<file path="src/verilog/psdf_regs.vh">
// Constants for the PHY stream delimiter framing block
`ifndef PSDF_REGS_VH
`define PSDF_REGS_VH
// Code groups used as delimiters and idle, and the preamble nibble
`define PSDF_SYM_J 5'h18
`define PSDF_SYM_K 5'h11
`define PSDF_SYM_T 5'h0d
`define PSDF_SYM_R 5'h07
`define PSDF_SYM_I 5'h1f
`define PSDF_PRE_NIB 4'h5
// Near-side interface selection
`define PSDF_IF_MII 2'h0
`define PSDF_IF_ALT 2'h1
`define PSDF_IF_LPI 2'h2
// Transmit and receive states
`define PSDF_TS_IDLE 2'h0
`define PSDF_TS_K 2'h1
`define PSDF_TS_DATA 2'h2
`define PSDF_TS_END 2'h3
// Timing
`define PSDF_CLK_MHZ 50
`define PSDF_CLK_NS 20
`define PSDF_NLP_PERIOD_US 16000
`define PSDF_NLP_LOSS_US 50000
`define PSDF_NLP_WIDTH_NS 100
`define PSDF_LINK_IDLES 32
`define PSDF_IDL_BITS 3
`define PSDF_LOCK_BITS 8
`define PSDF_NIB_LAST 2'h3
`endif

</file>
<file path="src/verilog/psdf_sync.v">
// Two-stage synchroniser for a bundle of asynchronous inputs
`default_nettype none
module psdf_sync #(
  parameter WIDTH = 1
) (
  // Clock and reset
  input wire ref_clk,
  input wire rst,
  // Bundle
  input wire [WIDTH-1:0] async_in,
  output reg [WIDTH-1:0] sync_out
);
  reg [WIDTH-1:0] meta_ff;

  always @(posedge ref_clk or posedge rst) begin
    if (rst) begin
      meta_ff <= {WIDTH{1'b0}};
      sync_out <= {WIDTH{1'b0}};
    end else begin
      meta_ff <= async_in;
      sync_out <= meta_ff;
    end
  end
endmodule
`default_nettype wire

</file>
<file path="src/verilog/psdf_framer.v">
// Stream framer: nibble/symbol/serial transmit and receive with delimiters and link pulses
`default_nettype none
`include "psdf_regs.vh"
module psdf_framer #(
  parameter NLP_PERIOD_CYC = `PSDF_NLP_PERIOD_US * `PSDF_CLK_MHZ,
  parameter NLP_LOSS_CYC = `PSDF_NLP_LOSS_US * `PSDF_CLK_MHZ,
  parameter LINK_IDLES = `PSDF_LINK_IDLES,
  parameter IDL_BITS = `PSDF_IDL_BITS,
  parameter LOCK_BITS = `PSDF_LOCK_BITS
) (
  // Clock and reset
  input wire ref_clk,
  input wire rst,
  // Link clock and mode pins
  input wire link_clk,
  input wire mode_100,
  input wire [1:0] if_sel,
  // Near side transmit
  input wire mac_tx_en,
  input wire [3:0] mac_txd,
  input wire [4:0] mac_tx_sym,
  input wire mac_tx_ser,
  // Medium transmit
  output reg [4:0] med_tx_sym_ff,
  output reg med_tx_bit_ff,
  output reg med_tx_act_ff,
  output reg med_nlp_ff,
  // Medium receive
  input wire [4:0] med_rx_sym,
  input wire med_rx_bit,
  input wire med_rx_crs,
  input wire med_rx_nlp,
  // Near side receive and status
  output reg [3:0] mac_rxd_ff,
  output reg mac_rx_dv_ff,
  output reg [4:0] mac_rx_sym_ff,
  output reg mac_rx_ser_ff,
  output reg rx_locked_ff,
  output reg link_ok_ff
);
  localparam NLP_W_CYC = `PSDF_NLP_WIDTH_NS / `PSDF_CLK_NS;
  localparam SW = 23;

  wire [SW-1:0] raw_in;
  wire [SW-1:0] syn;
  assign raw_in = {link_clk, mode_100, if_sel, mac_tx_en, mac_txd, mac_tx_sym, mac_tx_ser,
                   med_rx_sym, med_rx_bit, med_rx_crs, med_rx_nlp};

  // All pins but rst cross into ref_clk here before any logic looks at them
  psdf_sync #(.WIDTH(SW)) u_sync (
    .ref_clk(ref_clk),
    .rst(rst),
    .async_in(raw_in),
    .sync_out(syn)
  );

  wire s_lclk = syn[22];
  wire m100 = syn[21];
  wire [1:0] s_if = syn[20:19];
  wire s_tx_en = syn[18];
  wire [3:0] s_txd = syn[17:14];
  wire [4:0] s_tx_sym = syn[13:9];
  wire s_tx_ser = syn[8];
  wire [4:0] s_rx_sym = syn[7:3];
  wire s_rx_bit = syn[2];
  wire s_crs = syn[1];
  wire s_nlp = syn[0];

  reg lclk_d_ff;
  reg nlp_d_ff;
  wire tick = s_lclk & ~lclk_d_ff;
  wire nlp_seen = s_nlp & ~nlp_d_ff;

  function [4:0] enc45;
    input [3:0] nib;
    begin
      case (nib)
        4'h0: enc45 = 5'h1e;
        4'h1: enc45 = 5'h09;
        4'h2: enc45 = 5'h14;
        4'h3: enc45 = 5'h15;
        4'h4: enc45 = 5'h0a;
        4'h5: enc45 = 5'h0b;
        4'h6: enc45 = 5'h0e;
        4'h7: enc45 = 5'h0f;
        4'h8: enc45 = 5'h12;
        4'h9: enc45 = 5'h13;
        4'ha: enc45 = 5'h16;
        4'hb: enc45 = 5'h17;
        4'hc: enc45 = 5'h1a;
        4'hd: enc45 = 5'h1b;
        4'he: enc45 = 5'h1c;
        default: enc45 = 5'h1d;
      endcase
    end
  endfunction

  // Inverse table by search; an unknown group decodes to zero
  function [3:0] dec54;
    input [4:0] sym;
    integer i;
    begin
      dec54 = 4'h0;
      for (i = 0; i < 16; i = i + 1) begin
        if (enc45(i[3:0]) == sym) begin
          dec54 = i[3:0];
        end
      end
    end
  endfunction

  reg [1:0] tx_st_ff;
  reg [2:0] tx_sh_ff;
  reg [1:0] tx_bcnt_ff;
  reg [7:0] idl_cnt_ff;
  reg [1:0] rx_st_ff;
  reg [3:0] rx_sh_ff;
  reg [1:0] rx_bcnt_ff;
  reg [7:0] lock_cnt_ff;
  reg rx_prev_ff;
  reg [7:0] idle_cnt_ff;
  reg [31:0] nlp_tmr_ff;
  reg [31:0] loss_tmr_ff;

  always @(posedge ref_clk or posedge rst) begin
    if (rst) begin
      lclk_d_ff <= 1'b0;
      nlp_d_ff <= 1'b0;
    end else begin
      lclk_d_ff <= s_lclk;
      nlp_d_ff <= s_nlp;
    end
  end

  // Transmit path, one step per rising link clock edge
  always @(posedge ref_clk or posedge rst) begin
    if (rst) begin
      tx_st_ff <= `PSDF_TS_IDLE;
      med_tx_sym_ff <= `PSDF_SYM_I;
      med_tx_bit_ff <= 1'b0;
      med_tx_act_ff <= 1'b0;
      tx_sh_ff <= 3'h0;
      tx_bcnt_ff <= 2'h0;
      idl_cnt_ff <= 8'h00;
    end else if (tick) begin
      if (m100) begin
        med_tx_bit_ff <= 1'b0;
        med_tx_act_ff <= 1'b1;
        if (s_if == `PSDF_IF_ALT) begin
          med_tx_sym_ff <= s_tx_sym;
          tx_st_ff <= `PSDF_TS_IDLE;
        end else begin
          case (tx_st_ff)
            `PSDF_TS_IDLE: begin
              if (s_tx_en) begin
                med_tx_sym_ff <= `PSDF_SYM_J;
                tx_st_ff <= `PSDF_TS_K;
              end else begin
                med_tx_sym_ff <= `PSDF_SYM_I;
              end
            end
            `PSDF_TS_K: begin
              med_tx_sym_ff <= `PSDF_SYM_K;
              tx_st_ff <= `PSDF_TS_DATA;
            end
            `PSDF_TS_DATA: begin
              if (s_tx_en) begin
                med_tx_sym_ff <= enc45(s_txd);
              end else begin
                med_tx_sym_ff <= `PSDF_SYM_T;
                tx_st_ff <= `PSDF_TS_END;
              end
            end
            default: begin
              med_tx_sym_ff <= `PSDF_SYM_R;
              tx_st_ff <= `PSDF_TS_IDLE;
            end
          endcase
        end
      end else begin
        med_tx_sym_ff <= `PSDF_SYM_I;
        case (tx_st_ff)
          `PSDF_TS_IDLE: begin
            // First bit of the preamble goes out as is: no start delimiter
            if (s_tx_en && s_if != `PSDF_IF_LPI) begin
              med_tx_act_ff <= 1'b1;
              med_tx_bit_ff <= (s_if == `PSDF_IF_ALT) ? s_tx_ser : s_txd[0];
              tx_sh_ff <= s_txd[3:1];
              tx_bcnt_ff <= `PSDF_NIB_LAST;
              tx_st_ff <= `PSDF_TS_DATA;
            end else begin
              med_tx_act_ff <= 1'b0;
              med_tx_bit_ff <= 1'b0;
            end
          end
          `PSDF_TS_DATA: begin
            if (s_if == `PSDF_IF_MII && tx_bcnt_ff != 2'h0) begin
              med_tx_bit_ff <= tx_sh_ff[0];
              tx_sh_ff <= {1'b0, tx_sh_ff[2:1]};
              tx_bcnt_ff <= tx_bcnt_ff - 2'h1;
            end else if (s_tx_en) begin
              med_tx_bit_ff <= (s_if == `PSDF_IF_ALT) ? s_tx_ser : s_txd[0];
              tx_sh_ff <= s_txd[3:1];
              tx_bcnt_ff <= `PSDF_NIB_LAST;
            end else begin
              med_tx_bit_ff <= 1'b1;
              idl_cnt_ff <= 8'h01;
              tx_st_ff <= `PSDF_TS_END;
            end
          end
          default: begin
            if (idl_cnt_ff >= IDL_BITS[7:0]) begin
              med_tx_act_ff <= 1'b0;
              med_tx_bit_ff <= 1'b0;
              tx_st_ff <= `PSDF_TS_IDLE;
            end else begin
              idl_cnt_ff <= idl_cnt_ff + 8'h01;
            end
          end
        endcase
      end
    end
  end

  // Link pulses on the 10M side while the transmitter is quiet
  always @(posedge ref_clk or posedge rst) begin
    if (rst) begin
      nlp_tmr_ff <= 32'h0;
      med_nlp_ff <= 1'b0;
    end else if (m100 || tx_st_ff != `PSDF_TS_IDLE || med_tx_act_ff) begin
      nlp_tmr_ff <= 32'h0;
      med_nlp_ff <= 1'b0;
    end else begin
      nlp_tmr_ff <= (nlp_tmr_ff >= NLP_PERIOD_CYC - 1) ? 32'h0 : nlp_tmr_ff + 32'h1;
      // Pulse closes each idle period, so a short idle spell (reset, mode change) leaves no stub pulse
      med_nlp_ff <= (nlp_tmr_ff >= NLP_PERIOD_CYC - NLP_W_CYC);
    end
  end

  // Receive path
  always @(posedge ref_clk or posedge rst) begin
    if (rst) begin
      rx_st_ff <= `PSDF_TS_IDLE;
      mac_rxd_ff <= 4'h0;
      mac_rx_dv_ff <= 1'b0;
      mac_rx_sym_ff <= 5'h00;
      mac_rx_ser_ff <= 1'b0;
      rx_locked_ff <= 1'b0;
      rx_sh_ff <= 4'h0;
      rx_bcnt_ff <= 2'h0;
      lock_cnt_ff <= 8'h00;
      rx_prev_ff <= 1'b0;
    end else if (tick) begin
      if (m100) begin
        rx_locked_ff <= 1'b0;
        if (s_if == `PSDF_IF_ALT) begin
          mac_rx_sym_ff <= s_rx_sym;
          mac_rx_dv_ff <= 1'b0;
          rx_st_ff <= `PSDF_TS_IDLE;
        end else begin
          case (rx_st_ff)
            `PSDF_TS_IDLE: begin
              mac_rx_dv_ff <= (s_rx_sym == `PSDF_SYM_J);
              mac_rxd_ff <= `PSDF_PRE_NIB;
              if (s_rx_sym == `PSDF_SYM_J) begin
                rx_st_ff <= `PSDF_TS_K;
              end
            end
            `PSDF_TS_K: begin
              // A lone /J/ is a false start: drop it
              mac_rx_dv_ff <= (s_rx_sym == `PSDF_SYM_K);
              rx_st_ff <= (s_rx_sym == `PSDF_SYM_K) ? `PSDF_TS_DATA : `PSDF_TS_IDLE;
            end
            default: begin
              if (s_rx_sym == `PSDF_SYM_T || s_rx_sym == `PSDF_SYM_I) begin
                mac_rx_dv_ff <= 1'b0;
                rx_st_ff <= `PSDF_TS_IDLE;
              end else begin
                mac_rxd_ff <= dec54(s_rx_sym);
              end
            end
          endcase
        end
      end else if (!s_crs) begin
        rx_locked_ff <= 1'b0;
        mac_rx_dv_ff <= 1'b0;
        lock_cnt_ff <= 8'h00;
        rx_st_ff <= `PSDF_TS_IDLE;
      end else if (s_if == `PSDF_IF_ALT) begin
        mac_rx_ser_ff <= s_rx_bit;
        mac_rx_dv_ff <= 1'b1;
      end else if (!rx_locked_ff) begin
        rx_prev_ff <= s_rx_bit;
        lock_cnt_ff <= (s_rx_bit != rx_prev_ff) ? lock_cnt_ff + 8'h01 : 8'h00;
        if (lock_cnt_ff >= LOCK_BITS[7:0]) begin
          rx_locked_ff <= 1'b1;
          rx_bcnt_ff <= 2'h0;
        end
      end else if (s_if == `PSDF_IF_MII) begin
        rx_sh_ff <= {s_rx_bit, rx_sh_ff[3:1]};
        rx_bcnt_ff <= rx_bcnt_ff + 2'h1;
        if (rx_bcnt_ff == `PSDF_NIB_LAST) begin
          mac_rxd_ff <= {s_rx_bit, rx_sh_ff[3:1]};
          mac_rx_dv_ff <= 1'b1;
        end
      end
    end
  end

  // Link integrity: idle stream at 100M outside symbol mode (held on PSDF_IF_ALT), link pulses or carrier at 10M
  always @(posedge ref_clk or posedge rst) begin
    if (rst) begin
      idle_cnt_ff <= 8'h00;
      loss_tmr_ff <= 32'h0;
      link_ok_ff <= 1'b0;
    end else if (m100) begin
      loss_tmr_ff <= 32'h0;
      if (tick && rx_st_ff == `PSDF_TS_IDLE && s_if != `PSDF_IF_ALT) begin
        if (s_rx_sym == `PSDF_SYM_I) begin
          if (idle_cnt_ff >= LINK_IDLES[7:0] - 8'h01) begin
            link_ok_ff <= 1'b1;
          end else begin
            idle_cnt_ff <= idle_cnt_ff + 8'h01;
          end
        end else if (s_rx_sym != `PSDF_SYM_J) begin
          idle_cnt_ff <= 8'h00;
          link_ok_ff <= 1'b0;
        end
      end
    end else begin
      idle_cnt_ff <= 8'h00;
      if (nlp_seen || s_crs) begin
        loss_tmr_ff <= 32'h0;
        link_ok_ff <= 1'b1;
      end else if (loss_tmr_ff >= NLP_LOSS_CYC - 1) begin
        link_ok_ff <= 1'b0;
      end else begin
        loss_tmr_ff <= loss_tmr_ff + 32'h1;
      end
    end
  end
endmodule
`default_nettype wire

</file>
<file path="config.mk">
export PLATFORM = sky130hd
export DESIGN_NAME = psdf_framer
export DESIGN_NICKNAME = d
export VERILOG_FILES = /design/src/verilog/psdf_sync.v /design/src/verilog/psdf_framer.v
export VERILOG_INCLUDE_DIRS = /design/src /design/src/verilog
export SDC_FILE = /design/constraint.sdc
export NUM_CORES = 1
export LEC_CHECK = 0
export BUFFER_PORTS_ARGS = -buffer_cell sky130_fd_sc_hd__buf_2
export CAP_MARGIN = 20
export CORE_MARGIN = 1.5
export CORE_UTILIZATION = 58
export CTS_BUF_LIST = sky130_fd_sc_hd__clkbuf_8
export DETAILED_ROUTE_END_ITERATION = 10
export PLACE_DENSITY = 0.8
export SLEW_MARGIN = 20
export SYNTH_ARGS = -nofsm -noshare
export SYNTH_HDL_FRONTEND = slang
export SYNTH_SLANG_ARGS = --single-unit
</file>
<file path="constraint.sdc">
create_clock -name ref_clk -period 8.3 [get_ports ref_clk]
set_input_delay 0.415 -clock ref_clk [delete_from_list [all_inputs] [get_ports ref_clk]]
set_output_delay 0.415 -clock ref_clk [all_outputs]
set_load 0.05 [all_outputs]
</file>
# Yosys cells after proc, flatten, opt, wreduce, memory -nomap -nowiden
# Memory sizes are Yosys's and may differ from the RTL's.
# Index checks and enable logic that the tools add are counted.
# totals
ff_bits	173
rom_bits	80
input_bits	25
wordCells	324
mem_count	1
# op_classes
addsub	7
n_lt_le_gt_ge	6
n_eq_ne	55
muxes	181
bitwise	8
n_reduce_logical	40
# mem_list
name	depth	word_bits	read_ports	rd_clocked_by_memory_dff	write_ports	line	text
(no name shown)	16	5	1	0	0	psdf_framer.v:77	case (nib)
# ops
op	count
5-bit 2-to-1 mux	78
32-bit 2-to-1 mux	5
8-bit 2-to-1 mux	12
4-bit 2-to-1 mux	22
5-bit equality test	15
32-bit by 1-bit adder with 32-bit output, second input constant	2
32-bit by 20-bit greater-or-equal comparator with 1-bit output, second input constant	2
2-bit 2-to-1 mux	19
32-bit by 22-bit greater-or-equal comparator with 1-bit output, second input constant	1
1-bit 2-to-1 mux	30
8-bit by 1-bit adder with 8-bit output, second input constant	3
5-bit AND reduction	4
2-bit inequality test, second input constant	9
6-bit AND reduction	3
8-bit case mux with 2 select lines	1
4-bit AND reduction	4
2-bit nonzero test	8
5-bit equality test, second input constant	3
3-bit by 2-bit inequality test with 1-bit output, second input constant	5
5-bit case mux with 3 select lines	1
3-bit 2-to-1 mux	4
3-bit inequality test, second input constant	4
4-bit by 3-bit inequality test with 1-bit output, second input constant	3
2-bit case mux with 2 select lines	3
other kinds (27)	56

# Longest topological paths before layout
# logic_depth
ltp_word	27
ltp_mapped	8
depth_no_buf	8

# Modules after synthesis
# From an unflattened synthesis, not the netlist that was laid out.
# hier_totals
cells_unflattened	727
area_unflattened_um2	7669.9
# modules_own_cells
mod	instances	cells_each	area_each_um2
psdf_framer	1	680	6515.0
psdf_sync	1	47	1154.9

# Worst setup path after synthesis
# OpenSTA, ideal clock, no wires.
# synth_path
kind	register to register
from	register loss_tmr_ff[0]
to	register loss_tmr_ff[20]
setup_ns	0.076
t_arrival_ns	1.987
setup_slack_ns	6.237
path_stages_with_launch	8
path_buffers	0
period_less_slack_ns	2.063
path_cell_list	dfrtp_1 > ha_1 > inv_1 > o2111ai_1 > a211oi_4 > o21ai_2 > or4_1 > o21ai_1
# synth_between
elab_chain_cells	4
# synth_lines
item	line	text
start, declared	psdf_framer.v:123	reg [31:0] loss_tmr_ff;
start signal, assigned	psdf_framer.v:338	loss_tmr_ff <= loss_tmr_ff + 32'h1;
32-bit by 1-bit adder with 32-bit output	psdf_framer.v:338	
32-bit 2-to-1 mux	psdf_framer.v:335	end else if (loss_tmr_ff >= NLP_LOSS_CYC - 1) begin
32-bit 2-to-1 mux	psdf_framer.v:332	if (nlp_seen || s_crs) begin
32-bit 2-to-1 mux	psdf_framer.v:316	end else if (m100) begin
# Several ways; a longest one is shown, not always the timed one. The select of a mux whose other input is x is not followed.
# A chain may end at the register's enable or synchronous reset.

# Worst setup path in the final report
# layout_path
from	register loss_tmr_ff[23]
to	register loss_tmr_ff[20]
# layout_between
elab_chain_cells	2
# layout_lines
item	line
32-bit by 22-bit greater-or-equal comparator with 1-bit output	psdf_framer.v:335
3-bit by 2-bit inequality test with 1-bit output (no source line)	--
# Every way passes these cells.

==> results_tabular.tex <==
\begin{tabular}{lr}
\hline
Metric & Value \\
\hline
\multicolumn{2}{l}{\textbf{Status}} \\
\quad Result of the run & finished, final reports clean \\
\multicolumn{2}{l}{\textbf{Timing}} \\
\quad WHS & 0.0491 ns \\
\quad Summed negative setup slack over all endpoints & 0 ns \\
\quad Final setup vio count & 0 \\
\quad RSZ-0062 raised after global routing & false \\
\quad Clock tree skew after final layout & 0.0188 ns \\
\quad Max Clock Freq & 385 MHz \\
\quad Hold Vio Cnt, Final & 0 \\
\quad Final Max Slew Viols & 0 \\
\quad Final period util & 0.313 \\
\quad Post-layout minimum cycle time & 2.60 ns \\
\quad Worst slew margin relative to its limit & 0.306 \\
\quad Slew at the pin closest to its max-slew limit & 1.04 ns \\
\multicolumn{2}{l}{\textbf{Placement}} \\
\quad Hpwl dp & 9.82 mm \\
\quad Port Buffer Count & 45 \\
\quad GPL Wtd Cong & 0.883 \\
\multicolumn{2}{l}{\textbf{Setup path}} \\
\quad CP startpoint kind & flip-flop \\
\quad Number of cells on the worst reg-to-reg path & 6 \\
\quad Required time worst endpoint & 8.69 ns \\
\quad Critical Path End Type & flip-flop \\
\quad Worst endpoint data arrival time & 2.98 ns \\
\quad Cell with the largest stage delay on the worst path & sky130\_fd\_sc\_hd\_\_nor2\_1 \\
\quad Max incr delay on CP & 0.82 ns \\
\quad List of cells traversed by the critical path & nor4\_1 > nand3\_1 > nor2\_1 > o21ai\_2 > or4\_1 > o21ai\_1 \\
\quad Critical path fanouts, max & 17 \\
\quad Path type of the worst setup path & reg2reg \\
\multicolumn{2}{l}{\textbf{Drt}} \\
\quad Vias & 5226 \\
\quad Final WL & 14.1 mm \\
\quad Detailed-route wire length per cell & 15.2 um \\
\quad First drt pass iteration count & 5 \\
\quad Vias per cell & 5.62 \\
\quad DRC violations left & 0 \\
\quad First DRT Iteration DRCs & 485 \\
\quad Remaining antenna violation count after routing & 0 \\
\multicolumn{2}{l}{\textbf{Global routing}} \\
\quad Wire length of the first global-routing pass & 23.7 mm \\
\quad Vias in the first global route & 5045 \\
\quad Largest net degree at the start of global routing & 89 \\
\quad Overflow left after global routing & 0 \\
\quad GRT Resource Usage Total & 0.228 \\
\quad Number of antenna violations at the first check in global routing & 0 \\
\multicolumn{2}{l}{\textbf{Clock tree}} \\
\quad Number of sinks handled by clock tree synthesis & 172 \\
\quad Htree depth & 4 \\
\quad Clock buffer count from CTS & 17 \\
\quad Number of instances resized during post-cts repair & 0 \\
\quad Post-CTS setup buffers & 0 \\
\quad Clock edge transition at the registers on the reported setup and hold paths & 0.10 ns \\
\quad TritonCTS clock tree & built \\
\quad Cell at the root of the clock tree & sky130\_fd\_sc\_hd\_\_clkbuf\_8 \\
\quad Maximum clock path buffer count & 2 \\
\quad Worst-Skew Late Latency & 0.46 ns \\
\quad Number of hold buffers added after cts & 0 \\
\multicolumn{2}{l}{\textbf{Yosys}} \\
\quad Post-synth design cell area & 7370 um2 \\
\quad Average size of a mapped cell & 10.6 um2 \\
\quad FFs w/ async S/R, synth & 1.00 \\
\quad Number of distinct library cell variants in the gate-level netlist after synthesis & 62 \\
\quad Synthesized flop and latch total & 172 \\
\quad Main flop type after synthesis & sky130\_fd\_sc\_hd\_\_dfrtp\_1 \\
\quad Post-synthesis cell count & 693 \\
\quad Sequential area share after synthesis & 0.585 \\
\quad Number of synthesized flops with an enable pin & 0 \\
\quad Warnings, synthesis & 0 \\
\multicolumn{2}{l}{\textbf{Floorplanning}} \\
\quad Chip Height & 116 um \\
\quad Starting density of the core & 0.589 \\
\quad Floorplan row count & 41 \\
\quad Horizontal extent of the die & 116 um \\
\quad Die area & 13400 um2 \\
\quad Area of the core & 12500 um2 \\
\quad I/O pin count & 46 \\
\multicolumn{2}{l}{\textbf{Cells and area}} \\
\quad Fraction of final layout cells sized beyond drive strength 1 & 0.131 \\
\quad Ant diodes & 0 \\
\quad Most frequent standard cell in the layout excluding fill and tap cells & sky130\_fd\_sc\_hd\_\_dfrtp\_1 \\
\quad Layout overhead on the synthesized area & 10.6\% \\
\quad Fill cell total of the finished layout & 994 \\
\quad Fin nets & 782 \\
\quad Commonest cells after routing, fill and taps aside & sky130\_fd\_sc\_hd\_\_dfrtp\_1, sky130\_fd\_sc\_hd\_\_nor2\_1, sky130\_fd\_sc\_hd\_\_nand2\_1, sky130\_fd\_sc\_hd\_\_buf\_2, sky130\_fd\_sc\_hd\_\_nand3\_1 \\
\multicolumn{2}{l}{\textbf{Flow run}} \\
\quad Reported max-cap violation count & 0 \\
\multicolumn{2}{l}{\textbf{Pwr}} \\
\quad Maximum vdd drop & 0.000123 V \\
\quad Leakage power figure & 3.65 nW \\
\quad Power density over the cells & 227 nW/um2 \\
\multicolumn{2}{l}{\textbf{Hold path}} \\
\quad Type of the tightest min-delay check & in2reg \\
\quad Cells on Worst Hold Path & 1 \\
\hline
\end{tabular}
-- report_power, final --
group          internal [mW]  total [mW]  switching, mW
Combinational          0.106       0.340          0.234
Clock                  0.226       0.549          0.324
Sequential             0.910       0.962         0.0521
Total                   1.24        1.85          0.610
-- cell type report --
type	instances	area [um2]	area share
clock inverter	14	129	0.0158
clock buffer	18	248	0.0304
sequential	172	4310	0.529
multi-input combinational	482	2910	0.357
tap	172	215	0.0264
timing repair buffer	46	236	0.0290
inverter	26	103	0.0126
-- path summary, 6_finish.rpt --
kind | from | endpoint | slack, ns
min | med_rx_sym[1] | u_sync.meta_ff[4] | 0.05
min reg2reg | u_sync.meta_ff[8] | u_sync.sync_out[8] | 0.35
max in group asynchronous | rst | rx_sh_ff[2] | 6.98
max reg2reg | loss_tmr_ff[23] | loss_tmr_ff[20] | 5.70
min in group asynchronous | rst | med_nlp_ff | 0.10
max | loss_tmr_ff[23] | loss_tmr_ff[20] | 5.70
-- state kept, by name (all words and copies together), names as in the netlist, 2 cells and up --
signal / flops
loss_tmr_ff: 32
nlp_tmr_ff: 32
u_sync.meta_ff: 23
u_sync.sync_out: 23
idl_cnt_ff: 8
idle_cnt_ff: 8
lock_cnt_ff: 8
mac_rx_sym_ff: 5
med_tx_sym_ff: 5
mac_rxd_ff: 4
rx_sh_ff: 3
tx_sh_ff: 3
rx_bcnt_ff: 2
rx_st_ff: 2
tx_bcnt_ff: 2
tx_st_ff: 2
-- worst max-delay path, delay by kind of cell, from the launching register on --
kind	cells	cell delay, ns
AND/OR/NAND/NOR	4	1.82
flip-flops	1	0.39
AO/OA/AOI/OAI	2	0.32
-- through the flow --
step	area [um2]	worst slack (ns)	utilization	cells	total power [mW]
floorplan	7410	3.23	-	704	1.23
global placement	7770	5.83	0.621	898	1.30
detailed placement	7770	5.72	0.621	898	1.32
CTS	8150	5.71	0.651	930	1.86
global route	8150	5.40	0.651	930	1.95
finish	8150	5.70	0.651	930	1.85
-- synth_stat cells, drive strengths merged (2+ instances only) --
library cell / count / area [um2]
mux2: 13 / 146
a32o: 3 / 30.0
or3: 8 / 50.1
nor3: 13 / 65.1
buf: 4 / 20.0
a21oi: 27 / 135
or2: 3 / 18.8
nand2b: 8 / 50.1
o21ai: 49 / 253
o22ai: 7 / 43.8
xor2: 26 / 228
o31ai: 5 / 37.5
o2111ai: 8 / 70.1
and3: 15 / 93.8
a22o: 2 / 17.5
nor3b: 2 / 20.0
nor2: 87 / 327
nand2: 54 / 203
a41oi: 2 / 17.5
a22oi: 2 / 15.0
o21a: 2 / 15.0
nand4: 6 / 37.5
or4: 3 / 22.5
nor4: 10 / 75.1
ha: 12 / 150
dfrtp: 167 / 4180
nor2b: 5 / 31.3
o31a: 2 / 17.5
and2: 14 / 87.6
nand3: 29 / 145
a31oi: 7 / 43.8
o211ai: 7 / 52.6
mux2i: 4 / 40.0
clkbuf: 20 / 75.1
dfstp: 5 / 131
a2111oi: 2 / 17.5
a21o: 2 / 15.0
xnor2: 14 / 123
inv: 26 / 97.6
o211a: 2 / 20.0
-- metal layers --
metal  vias to the layer above  GRT usage  share of wire
met5                         -          0              0
met4                         0     0.0732          0.017
met3                        26     0.0539          0.035
met2                       136      0.362           0.49
met1                      2542      0.314           0.46
li1                       2522          -              -
-- cells by family after synthesis --
group,Yosys count,share of synthesized area
AND/OR/NAND/NOR,263,0.174
buffers and inverters,50,0.0261
other,1,0.000509
AO/OA/AOI/OAI,138,0.121
flip-flops,172,0.585
adder cells (fa/ha/maj),12,0.0204
multiplexers,17,0.0253
XOR/XNOR,40,0.0475
Power figures use the tool's default switching activity.
